[src/pkg/charge_time_pkg.sv]
// Shared constants for the charge-time and calibration register bank and its host.
package charge_time_pkg;
    // Register addresses carried in the low seven bits of the command byte.
    localparam logic [6:0] ADDR_OFFSET      = 7'h73;
    localparam logic [6:0] ADDR_TEMP_CLEAR  = 7'h74;
    localparam logic [6:0] ADDR_MODE        = 7'h75;
    localparam logic [6:0] ADDR_CHG_TIME_LO = 7'h76;
    localparam logic [6:0] ADDR_CHG_TIME_HI = 7'h77;
    localparam logic [6:0] ADDR_DIS_TIME_LO = 7'h78;
    localparam logic [6:0] ADDR_DIS_TIME_HI = 7'h79;

    // Command byte layout.
    localparam int CMD_WRITE_BIT = 7;

    // Mode and wake-enable register fields.
    localparam int MODE_OVERRIDE_BIT = 7;
    localparam int MODE_CAL_BIT      = 6;
    localparam int MODE_SLOW_CHG_BIT = 5;
    localparam int MODE_SLOW_DIS_BIT = 4;
    localparam int MODE_WAKE_HI      = 3;
    localparam int MODE_WAKE_LO      = 1;
    localparam int MODE_RESERVED_BIT = 0;
    localparam logic [2:0] WAKE_SEL_RESET = 3'h7;

    // Temperature and clear register fields.
    localparam int TEMP_HI          = 7;
    localparam int TEMP_LO          = 5;
    localparam int CLEAR_WIDTH      = 5;
    localparam int CLR_CHG_TIME_BIT = 4;
    localparam int CLR_DIS_TIME_BIT = 3;
    localparam int CLR_SELF_BIT     = 2;
    localparam int CLR_CHG_CNT_BIT  = 1;
    localparam int CLR_DIS_CNT_BIT  = 0;

    // Counter and offset layout.
    localparam int COUNT_WIDTH  = 16;
    localparam int SENSE_WIDTH  = 16;
    localparam int CHG_IDX      = 0;
    localparam int DIS_IDX      = 1;
    localparam logic [7:0] OFFSET_RESET = 8'h00;
    localparam logic signed [SENSE_WIDTH-1:0] OFFSET_MAX = 16'sh007f;
    localparam logic signed [SENSE_WIDTH-1:0] OFFSET_MIN = -16'sh0080;

    // Time base: counts per hour, and the clock that measures them.
    localparam longint CLK_HZ             = 64'd50000000;
    localparam longint SECONDS_PER_HOUR   = 64'd3600;
    localparam longint FAST_RATE_PER_HOUR = 64'd4096;
    localparam longint SLOW_RATE_PER_HOUR = 64'd16;
    localparam int unsigned FAST_TICK_CYCLES =
        32'(CLK_HZ * SECONDS_PER_HOUR / FAST_RATE_PER_HOUR);
    localparam int SLOW_DIV_WIDTH = 8;
    localparam logic [SLOW_DIV_WIDTH-1:0] SLOW_DIV_LAST =
        8'(FAST_RATE_PER_HOUR / SLOW_RATE_PER_HOUR - 64'd1);

    // Wake threshold: reference in microvolts divided by the select value.
    localparam int WAKE_REF_UV = 3840;
    localparam int PROD_WIDTH  = 20;

    // Offset calibration measuring window.
    localparam longint CAL_TIME_US = 64'd1000;
    localparam int unsigned CAL_CYCLES = 32'(CLK_HZ * CAL_TIME_US / 64'd1000000);
endpackage : charge_time_pkg

[src/pkg/serial_reg_if.sv]
// Register access link between the host controller and the counter device.
`timescale 1ns/10ps
`default_nettype none
interface serial_reg_if;
    logic       cmd_valid;
    logic [7:0] command_byte;
    logic [7:0] cmd_data;
    logic       rd_valid;
    logic [7:0] rd_data;
    logic       serial_data_pin;

    modport device_end (
        input  cmd_valid,
        input  command_byte,
        input  cmd_data,
        input  serial_data_pin,
        output rd_valid,
        output rd_data
    );

    modport host_end (
        output cmd_valid,
        output command_byte,
        output cmd_data,
        output serial_data_pin,
        input  rd_valid,
        input  rd_data
    );
endinterface : serial_reg_if
`default_nettype wire
[src/logic/charge_time_regs.sv]
// Device end: time counters, mode, clear, offset registers and offset calibration.
//
// Summary of operation
// - Discharge time counts 4096 per hour.
// - Charge time counts 4096 per hour.
// - Discharge rollover sets flag, then 16 per hour.
// - Charge rollover sets slow charge flag.
// - Second rollover clears that slow flag.
// - Host clears time counters within 170 days.
// - Calibrate on request, below threshold, pin low/override.
// - Valid calibration end clears override bit.
// - Calibration request bit clears only when done.
// - Slow flags read at bits five and four.
// - Wake driven low above threshold, else released.
// - Wake select resets to all ones.
// - Threshold is 3.84 mV over select value.
// - Host keeps mode bit zero at zero.
// - Temperature step reads in bits seven to five.
// - Clear bit zeroes counter, then returns low.
// - Clear bits map to their counters and flags.
// - Each clear leaves other registers untouched.
// - Offset is signed byte, sign means discharge.
// - Time counters split high/low at adjacent addresses.
// - Pin high without override, or overload, abandons calibration.
// - Command bit seven writes, low bits address.
`timescale 1ns/10ps
`default_nettype none
module charge_time_regs
    import charge_time_pkg::*;
#(
    parameter int unsigned TICK_CYCLES = FAST_TICK_CYCLES,
    parameter int unsigned CAL_LEN     = CAL_CYCLES
) (
    // Clock and reset.
    input  wire logic                          sys_clk,
    input  wire logic                          sys_rst,
    // Register link toward the host.
    serial_reg_if.device_end                   link,
    // Sense front end.
    input  wire logic signed [SENSE_WIDTH-1:0] effective_sense_voltage,
    input  wire logic [2:0]                    temperature_step,
    // Open-drain wake output, active low.
    output logic                               wake_n_out,
    output logic                               wake_n_oe,
    // Clear strobes to the accumulation counters kept elsewhere.
    output logic                               self_discharge_clear,
    output logic                               charge_count_clear,
    output logic                               discharge_count_clear
);
    typedef enum logic [0:0] {CAL_IDLE, CAL_RUN} cal_state_e;

    // Registered state and next values.
    logic [COUNT_WIDTH-1:0]    time_cnt_r [2];
    logic [COUNT_WIDTH-1:0]    time_cnt_nxt [2];
    logic [SLOW_DIV_WIDTH-1:0] slow_div_r [2];
    logic [SLOW_DIV_WIDTH-1:0] slow_div_nxt [2];
    logic [1:0]                slow_flag_r;
    logic [1:0]                slow_flag_nxt;
    logic [31:0]               tick_cnt_r;
    logic [31:0]               tick_cnt_nxt;
    logic [31:0]               cal_cnt_r;
    logic [31:0]               cal_cnt_nxt;
    cal_state_e                cal_state_r;
    cal_state_e                cal_state_nxt;
    logic                      override_r;
    logic                      override_nxt;
    logic                      cal_req_r;
    logic                      cal_req_nxt;
    logic [2:0]                wake_sel_r;
    logic [2:0]                wake_sel_nxt;
    logic [7:0]                offset_value_r;
    logic [7:0]                offset_value_nxt;
    logic [CLEAR_WIDTH-1:0]    clear_pend_r;
    logic [CLEAR_WIDTH-1:0]    clear_pend_nxt;
    logic                      wake_oe_r;
    logic                      wake_oe_nxt;
    logic [2:0]                acc_clear_r;
    logic [2:0]                acc_clear_nxt;
    logic                      rd_valid_r;
    logic                      rd_valid_nxt;
    logic [7:0]                rd_data_r;
    logic [7:0]                rd_data_nxt;

    // Combinational helpers.
    logic                      fast_tick;
    logic [1:0]                active;
    logic [1:0]                step;
    logic [COUNT_WIDTH:0]      sum;
    logic                      roll;
    logic [1:0]                clr_time;
    logic signed [SENSE_WIDTH:0] sense_ext;
    logic [SENSE_WIDTH:0]      magnitude;
    logic [PROD_WIDTH-1:0]     product;
    logic                      below_thr;
    logic                      above_thr;
    logic                      wr_hit;
    logic [6:0]                cmd_addr;
    logic [7:0]                measured;

    // Magnitude against threshold: |v| > 3.84 mV / sel is |v| * sel > 3840 uV,
    // which avoids a divider and stays exact.
    always_comb begin
        sense_ext = {effective_sense_voltage[SENSE_WIDTH-1], effective_sense_voltage};
        magnitude = sense_ext[SENSE_WIDTH] ? (SENSE_WIDTH+1)'(-sense_ext)
                                           : (SENSE_WIDTH+1)'(sense_ext);
        product   = PROD_WIDTH'(magnitude) * PROD_WIDTH'(wake_sel_r);
        below_thr = product < PROD_WIDTH'(WAKE_REF_UV);
        above_thr = product > PROD_WIDTH'(WAKE_REF_UV);
        // Saturate the sampled input into the signed offset byte.
        if (effective_sense_voltage > OFFSET_MAX) begin
            measured = OFFSET_MAX[7:0];
        end else if (effective_sense_voltage < OFFSET_MIN) begin
            measured = OFFSET_MIN[7:0];
        end else begin
            measured = effective_sense_voltage[7:0];
        end
    end

    // Next-state logic for counters, flags, calibration and the register port.
    always_comb begin
        time_cnt_nxt     = time_cnt_r;
        slow_div_nxt     = slow_div_r;
        slow_flag_nxt    = slow_flag_r;
        cal_cnt_nxt      = cal_cnt_r;
        cal_state_nxt    = cal_state_r;
        override_nxt     = override_r;
        cal_req_nxt      = cal_req_r;
        wake_sel_nxt     = wake_sel_r;
        offset_value_nxt = offset_value_r;
        step             = 2'b00;
        sum              = '0;
        roll             = 1'b0;
        cmd_addr         = link.command_byte[6:0];
        wr_hit           = link.cmd_valid & link.command_byte[CMD_WRITE_BIT];

        // Hour prescaler producing one fast count slot.
        fast_tick = (tick_cnt_r == TICK_CYCLES - 32'd1);
        tick_cnt_nxt = fast_tick ? 32'd0 : tick_cnt_r + 32'd1;

        active[CHG_IDX] = ~effective_sense_voltage[SENSE_WIDTH-1]
                        & (effective_sense_voltage != '0);
        active[DIS_IDX] = effective_sense_voltage[SENSE_WIDTH-1];
        clr_time[CHG_IDX] = clear_pend_r[CLR_CHG_TIME_BIT];
        clr_time[DIS_IDX] = clear_pend_r[CLR_DIS_TIME_BIT];

        // Both time counters share one recipe; index 0 charge, 1 discharge.
        for (int i = 0; i < 2; i++) begin
            if (active[i] && fast_tick) begin
                if (slow_flag_r[i]) begin
                    // Slow mode takes one of every 256 fast slots.
                    slow_div_nxt[i] = slow_div_r[i] + 8'h01;
                    step[i] = (slow_div_r[i] == SLOW_DIV_LAST);
                end else begin
                    step[i] = 1'b1;
                end
            end
            sum  = {1'b0, time_cnt_r[i]} + (COUNT_WIDTH+1)'(step[i]);
            roll = sum[COUNT_WIDTH];
            time_cnt_nxt[i] = sum[COUNT_WIDTH-1:0];
            if (roll) begin
                slow_flag_nxt[i] = ~slow_flag_r[i];
                slow_div_nxt[i]  = '0;
            end
            if (clr_time[i]) begin
                // Set wins: a rollover in the clearing cycle still raises the flag.
                time_cnt_nxt[i]  = '0;
                slow_div_nxt[i]  = '0;
                slow_flag_nxt[i] = roll & ~slow_flag_r[i];
            end
        end

        // Offset calibration sequencer.
        case (cal_state_r)
            CAL_IDLE: begin
                cal_cnt_nxt = 32'd0;
                if (cal_req_r && below_thr && (!link.serial_data_pin || override_r)) begin
                    cal_state_nxt = CAL_RUN;
                end
            end
            CAL_RUN: begin
                if (!cal_req_r || above_thr || (!override_r && link.serial_data_pin)) begin
                    cal_state_nxt = CAL_IDLE;
                end else if (cal_cnt_r == CAL_LEN - 32'd1) begin
                    cal_state_nxt    = CAL_IDLE;
                    offset_value_nxt = measured;
                    cal_req_nxt      = 1'b0;
                    override_nxt     = 1'b0;
                end else begin
                    cal_cnt_nxt = cal_cnt_r + 32'd1;
                end
            end
            default: begin
                cal_state_nxt = CAL_IDLE;
            end
        endcase

        // Host writes come last, so a request written in the finishing cycle survives.
        clear_pend_nxt = '0;
        if (wr_hit) begin
            case (cmd_addr)
                ADDR_MODE: begin
                    override_nxt = link.cmd_data[MODE_OVERRIDE_BIT];
                    cal_req_nxt  = link.cmd_data[MODE_CAL_BIT];
                    wake_sel_nxt = link.cmd_data[MODE_WAKE_HI:MODE_WAKE_LO];
                end
                ADDR_TEMP_CLEAR: begin
                    clear_pend_nxt = link.cmd_data[CLEAR_WIDTH-1:0];
                end
                ADDR_OFFSET: begin
                    offset_value_nxt = link.cmd_data;
                end
                default: begin
                    // Unmapped and read-only addresses ignore writes.
                end
            endcase
        end

        // Accumulation counters live elsewhere; they get a one-cycle strobe.
        acc_clear_nxt = {clear_pend_r[CLR_SELF_BIT], clear_pend_r[CLR_CHG_CNT_BIT],
                         clear_pend_r[CLR_DIS_CNT_BIT]};
        wake_oe_nxt = above_thr;

        // Read port: one answer the cycle after a read command.
        rd_valid_nxt = link.cmd_valid & ~link.command_byte[CMD_WRITE_BIT];
        case (cmd_addr)
            ADDR_OFFSET:      rd_data_nxt = offset_value_r;
            ADDR_TEMP_CLEAR:  rd_data_nxt = {temperature_step, clear_pend_r};
            ADDR_MODE:        rd_data_nxt = {override_r, cal_req_r,
                                             slow_flag_r[CHG_IDX], slow_flag_r[DIS_IDX],
                                             wake_sel_r, 1'b0};
            ADDR_CHG_TIME_LO: rd_data_nxt = time_cnt_r[CHG_IDX][7:0];
            ADDR_CHG_TIME_HI: rd_data_nxt = time_cnt_r[CHG_IDX][15:8];
            ADDR_DIS_TIME_LO: rd_data_nxt = time_cnt_r[DIS_IDX][7:0];
            ADDR_DIS_TIME_HI: rd_data_nxt = time_cnt_r[DIS_IDX][15:8];
            default:          rd_data_nxt = 8'h00;
        endcase
        if (!rd_valid_nxt) begin
            rd_data_nxt = rd_data_r;
        end
    end

    // State registers.
    always_ff @(posedge sys_clk or posedge sys_rst) begin
        if (sys_rst) begin
            time_cnt_r     <= '{default: '0};
            slow_div_r     <= '{default: '0};
            slow_flag_r    <= 2'b00;
            tick_cnt_r     <= 32'd0;
            cal_cnt_r      <= 32'd0;
            cal_state_r    <= CAL_IDLE;
            override_r     <= 1'b0;
            cal_req_r      <= 1'b0;
            wake_sel_r     <= WAKE_SEL_RESET;
            offset_value_r <= OFFSET_RESET;
            clear_pend_r   <= '0;
            wake_oe_r      <= 1'b0;
            acc_clear_r    <= 3'h0;
            rd_valid_r     <= 1'b0;
            rd_data_r      <= 8'h00;
        end else begin
            time_cnt_r     <= time_cnt_nxt;
            slow_div_r     <= slow_div_nxt;
            slow_flag_r    <= slow_flag_nxt;
            tick_cnt_r     <= tick_cnt_nxt;
            cal_cnt_r      <= cal_cnt_nxt;
            cal_state_r    <= cal_state_nxt;
            override_r     <= override_nxt;
            cal_req_r      <= cal_req_nxt;
            wake_sel_r     <= wake_sel_nxt;
            offset_value_r <= offset_value_nxt;
            clear_pend_r   <= clear_pend_nxt;
            wake_oe_r      <= wake_oe_nxt;
            acc_clear_r    <= acc_clear_nxt;
            rd_valid_r     <= rd_valid_nxt;
            rd_data_r      <= rd_data_nxt;
        end
    end

    // Outputs; the wake pin only ever sinks, so its value is fixed low.
    assign wake_n_out            = 1'b0;
    assign wake_n_oe             = wake_oe_r;
    assign self_discharge_clear  = acc_clear_r[2];
    assign charge_count_clear    = acc_clear_r[1];
    assign discharge_count_clear = acc_clear_r[0];
    assign link.rd_valid         = rd_valid_r;
    assign link.rd_data          = rd_data_r;
endmodule : charge_time_regs
`default_nettype wire

[src/flat_wrapper.sv]
// flat-port wrapper written by rule: the top's interface ports become plain ports
module charge_time_regs_flat import charge_time_pkg::*;
#(
    parameter int unsigned TICK_CYCLES = FAST_TICK_CYCLES,
    parameter int unsigned CAL_LEN     = CAL_CYCLES
)
  (sys_clk, sys_rst, effective_sense_voltage, temperature_step, wake_n_out, wake_n_oe, self_discharge_clear, charge_count_clear, discharge_count_clear, link_cmd_valid, link_command_byte, link_cmd_data, link_serial_data_pin, link_rd_valid, link_rd_data);
  serial_reg_if link_i ();
  input  wire logic sys_clk;
  input  wire logic sys_rst;
  input  wire logic signed [SENSE_WIDTH-1:0] effective_sense_voltage;
  input  wire logic [2:0] temperature_step;
  output logic wake_n_out;
  output logic wake_n_oe;
  output logic self_discharge_clear;
  output logic charge_count_clear;
  output logic discharge_count_clear;
  input wire logic [$bits(link_i.cmd_valid)-1:0] link_cmd_valid;
  input wire logic [$bits(link_i.command_byte)-1:0] link_command_byte;
  input wire logic [$bits(link_i.cmd_data)-1:0] link_cmd_data;
  input wire logic [$bits(link_i.serial_data_pin)-1:0] link_serial_data_pin;
  output wire logic [$bits(link_i.rd_valid)-1:0] link_rd_valid;
  output wire logic [$bits(link_i.rd_data)-1:0] link_rd_data;
  assign link_i.cmd_valid = link_cmd_valid;
  assign link_i.command_byte = link_command_byte;
  assign link_i.cmd_data = link_cmd_data;
  assign link_i.serial_data_pin = link_serial_data_pin;
  assign link_rd_valid = link_i.rd_valid;
  assign link_rd_data = link_i.rd_data;
  charge_time_regs #(.TICK_CYCLES(TICK_CYCLES), .CAL_LEN(CAL_LEN)) u_core (.sys_clk(sys_clk), .sys_rst(sys_rst), .link(link_i), .effective_sense_voltage(effective_sense_voltage), .temperature_step(temperature_step), .wake_n_out(wake_n_out), .wake_n_oe(wake_n_oe), .self_discharge_clear(self_discharge_clear), .charge_count_clear(charge_count_clear), .discharge_count_clear(discharge_count_clear));
endmodule
[config.mk]
export PLATFORM = sky130hd
export DESIGN_NAME = charge_time_regs_flat
export DESIGN_NICKNAME = d
export VERILOG_FILES = /design/src/pkg/charge_time_pkg.sv /design/src/pkg/serial_reg_if.sv /design/src/logic/charge_time_regs.sv /design/src/flat_wrapper.sv
export SDC_FILE = /design/constraint.sdc
export NUM_CORES = 1
export LEC_CHECK = 0
export ABC_AREA = 1
export BUFFER_PORTS_ARGS = -buffer_cell sky130_fd_sc_hd__buf_2
export CORE_MARGIN = 2
export CORE_UTILIZATION = 57
export DETAILED_ROUTE_END_ITERATION = 8
export GPL_TIMING_DRIVEN = 0
export PLACE_DENSITY_LB_ADDON = 0.1
export SYNTH_ARGS = -nofsm -noshare
export SYNTH_HDL_FRONTEND = slang
export SYNTH_SLANG_ARGS = --single-unit
[constraint.sdc]
create_clock -name sys_clk -period 4.8 [get_ports sys_clk]
set_clock_uncertainty 0.1 [all_clocks]
set_input_delay 1.2 -clock sys_clk [delete_from_list [all_inputs] [get_ports sys_clk]]
set_output_delay 1.2 -clock sys_clk [all_outputs]
set_load 0.01 [all_outputs]
==> reports/results.tsv <==
metric	value	unit
IO buf count	51	
final WL	29.1	mm
CTS tree	done	
Setup CP Type	in2reg	
cell mode on critical path	nand2_1	
Distinct cells, synth	41	
crit path max fanout	5	
Rel. slew slack	0.346	
min cycle time layout	5.04	ns
Ports	53	
vias in the first global route	10221	
Die H	141	um
post-DR vias/cell	5.56	
die width	141	um
dpl cell area	11400	sq um
Leakage Power	0.00603	uW
CP Launch Type	input pin	
largest net degree at the start of global routing	43	
diode count	0	
VDD IR max	0.237	mV
die area	19800	sq um
FILL cells	1531	
Post-Syn Area per Cell	6.80	sq um
final setup vio count	42	
worst reg2reg endpoint	u_core.cal_cnt_r[11]	
Post-synth EDFFs	0	
post-synthesis sequential area ratio	0.344	
Iteration-0 DRC Markers	734	
CP max-delay cell	fa_1	
layout cells sized above 1	0.140	
max-cap check violation count	0	
Starting Density	0.586	
worst-margin pin slew	0.974	ns
reg2reg setup slack	0.08	ns
fin worst setup slack	-0.244	ns
core area	18100	sq um
status	finished, violations left	
WP data arrival	5.31	ns
first-pass GRT wire length	48.5	mm
Syn-to-layout area delta	18.6	%
Synth Register Bits	146	
clk_lat worst skew	0.44	ns
worst-case reg-to-reg path depth	24	
YS warnings	0	
period utilization	1.05	
CTS hold repair buffers	0	
CTS root buf	clkbuf_16	
FMAX	198	MHz
final hold violation count	0	
Hold Path Depth	0	
Mapped Area	10600	sq um
fin. max-slew vios	0	
cells after synthesis	1564	
clk slew on worst S/H paths	0.07	ns
Setup WS pre-CTS	-0.946	ns
GPL Wtd Cong	0.934	
post-route cell area	12600	sq um
worst hold start	u_core.clear_pend_r[1]	
crit end category	register	
DRC errors left	0	
fin nets	1746	
unrepaired setup endpoints after global routing	yes	
antenna violations before repair	0	
Routed wire per std cell	15.3	um
gr ovfl total	0	
clock buffer depth	2	
clock sink count	146	
worst r2r src	u_core.wake_sel_r[0]	
maximum level of the CTS H-tree	4	
Hold Path Class	reg2reg	
Pwr Density	228	nW/um^2
# rows	49	
Routed Antenna Nets	0	
Req. time, crit path	5.06	ns
ys async rst share	1.00	
failing checks	negative setup slack	
via count	10585	
Num CTS Buffers	17	
WHS Endpoint	u_core.acc_clear_r[1]	
hpwl dp	22.0	mm
DR pass1 iterations	5	
slowest stage delay, CP	0.55	ns
top_reg_cell synth	dfrtp_1	
GRT Util Overall	0.303	
## placed cells by master (no fill, tap or decap), types with 5 or more instances in the layout
cell       count
nor2_1       167
buf_4         20
fa_1          16
o22ai_1        9
nor2_4         9
ha_1          18
nand3_2        7
buf_6          8
inv_1        263
mux2_2        10
inv_2          9
a221oi_1       5
ha_4          10
xor2_1        42
nand4_1       50
buf_12         6
xnor2_1        8
a21oi_1       57
or2_2          5
dfrtp_1      143
nor3_1        62
nand3_1       86
a21oi_2        6
nand2_2       21
buf_2         48
clkbuf_16     17
o21ai_1       16
nand2_4       10
clkbuf_1      18
nor4_1        29
nand2_1      377
and2_1         5
o21ai_0       50
## sequential cells by signal, summed over array words and instances, names as in the netlist
| name | cells |
|---|---|
| u_core.link.rd_valid | 1 |
| u_core.wake_n_oe | 1 |
| u_core.wake_sel_r | 3 |
| u_core.clear_pend_r | 5 |
| u_core.cal_state_r | 1 |
| u_core.link.rd_data | 8 |
| u_core.override_r | 1 |
| u_core.offset_value_r | 8 |
| u_core.acc_clear_r | 3 |
| u_core.slow_div_r | 16 |
| u_core.cal_req_r | 1 |
| u_core.cal_cnt_r | 32 |
| u_core.tick_cnt_r | 32 |
| u_core.time_cnt_r | 32 |
| u_core.slow_flag_r | 2 |
## report_power, final
part / switching [uW] / internal, uW / leakage [uW]
registers: 9.68 / 1240 / 0.00198
logic: 172 / 101 / 0.00376
clock network: 601 / 746 / 0.000285
total: 783 / 2090 / 0.00603
## what timing repair did
| action | CTS | global route |
|---|---|---|
| setup endpoints to repair | 43 | 43 |
| setup buffers | 19 | 6 |
| gates cloned | 1 | 0 |
| pin swaps | 26 | 38 |
| resized for setup | 59 | 56 |
## worst max-delay path, delay by kind of cell
family | cells | cell delay (ns)
adder cells (fa/ha/maj) | 3 | 0.95
buffers and inverters | 8 | 0.63
AO/OA/AOI/OAI | 3 | 0.40
AND/OR/NAND/NOR | 17 | 1.85
XOR/XNOR | 1 | 0.30
## Yosys cell counts, types with 16 or more instances
cell / n / share of area
dfrtp_1: 143 / 0.34
xor2_1: 43 / 0.035
nand2_1: 407 / 0.14
fa_1: 16 / 0.030
clkbuf_1: 20 / 0.0071
nor2_1: 177 / 0.062
nor4_1: 30 / 0.018
inv_1: 274 / 0.097
nand4_1: 50 / 0.029
ha_1: 28 / 0.033
nor3_1: 67 / 0.032
o21ai_0: 67 / 0.032
a21oi_1: 64 / 0.030
nand3_1: 94 / 0.044
## layout make-up
cell class | count | area (sq um) | area share
inverter | 274 | 1030 | 0.0820
clock inverter | 14 | 144 | 0.0114
tap | 229 | 287 | 0.0227
timing repair buffer | 79 | 569 | 0.0451
sequential | 146 | 3660 | 0.290
clock buffer | 18 | 439 | 0.0348
multi-input combinational | 1119 | 6330 | 0.502
buffer | 26 | 153 | 0.0121
## metal layers
layer / vias to the layer above / wire, um / GRT usage
met5: - / 0 / 0
li1: 5219 / - / -
met1: 4955 / 12800 / 0.399
met3: 72 / 1510 / 0.0486
met4: 0 / 931 / 0.120
met2: 339 / 13800 / 0.506
## per-stage QoR
step	TNS, ns	hold slack (ns)	instances	total power [uW]	utilization
after floorplan	-0.0209	0.254	1566	1430	-
after global placement	-33.45	0.263	1846	1500	0.626
after detailed placement	-36.89	0.281	1850	1510	0.630
after CTS	-2.69	0.298	1901	2870	0.684
after global routing	-19.62	0.313	1905	2970	0.695
final	-6.78	0.301	1905	2870	0.695
## logic make-up after synthesis
| logic type | share of synthesized area |
|---|---|
| other cells | 0.000706 |
| simple gates | 0.349 |
| xor+xnor | 0.0420 |
| compound gates | 0.0827 |
| mux | 0.0106 |
| buf+inv | 0.108 |
| flops | 0.344 |
| fa+ha+maj | 0.0631 |
## worst max-delay path by stage
stage | slack [ns] | end | startpoint | cells past startpoint
after global routing | -0.54 | u_core.offset_value_r[4] | effective_sense_voltage[1] | 32
final | -0.24 | u_core.cal_cnt_r[11] | effective_sense_voltage[1] | 32
after floorplan | -0.005 | u_core.cal_cnt_r[6] | effective_sense_voltage[2] | 28
after CTS | -0.12 | u_core.cal_cnt_r[10] | effective_sense_voltage[2] | 28
after global placement | -0.87 | u_core.cal_cnt_r[11] | effective_sense_voltage[0] | 31
after detailed placement | -0.95 | u_core.cal_cnt_r[10] | effective_sense_voltage[0] | 31
Power figures use the tool's default switching activity.
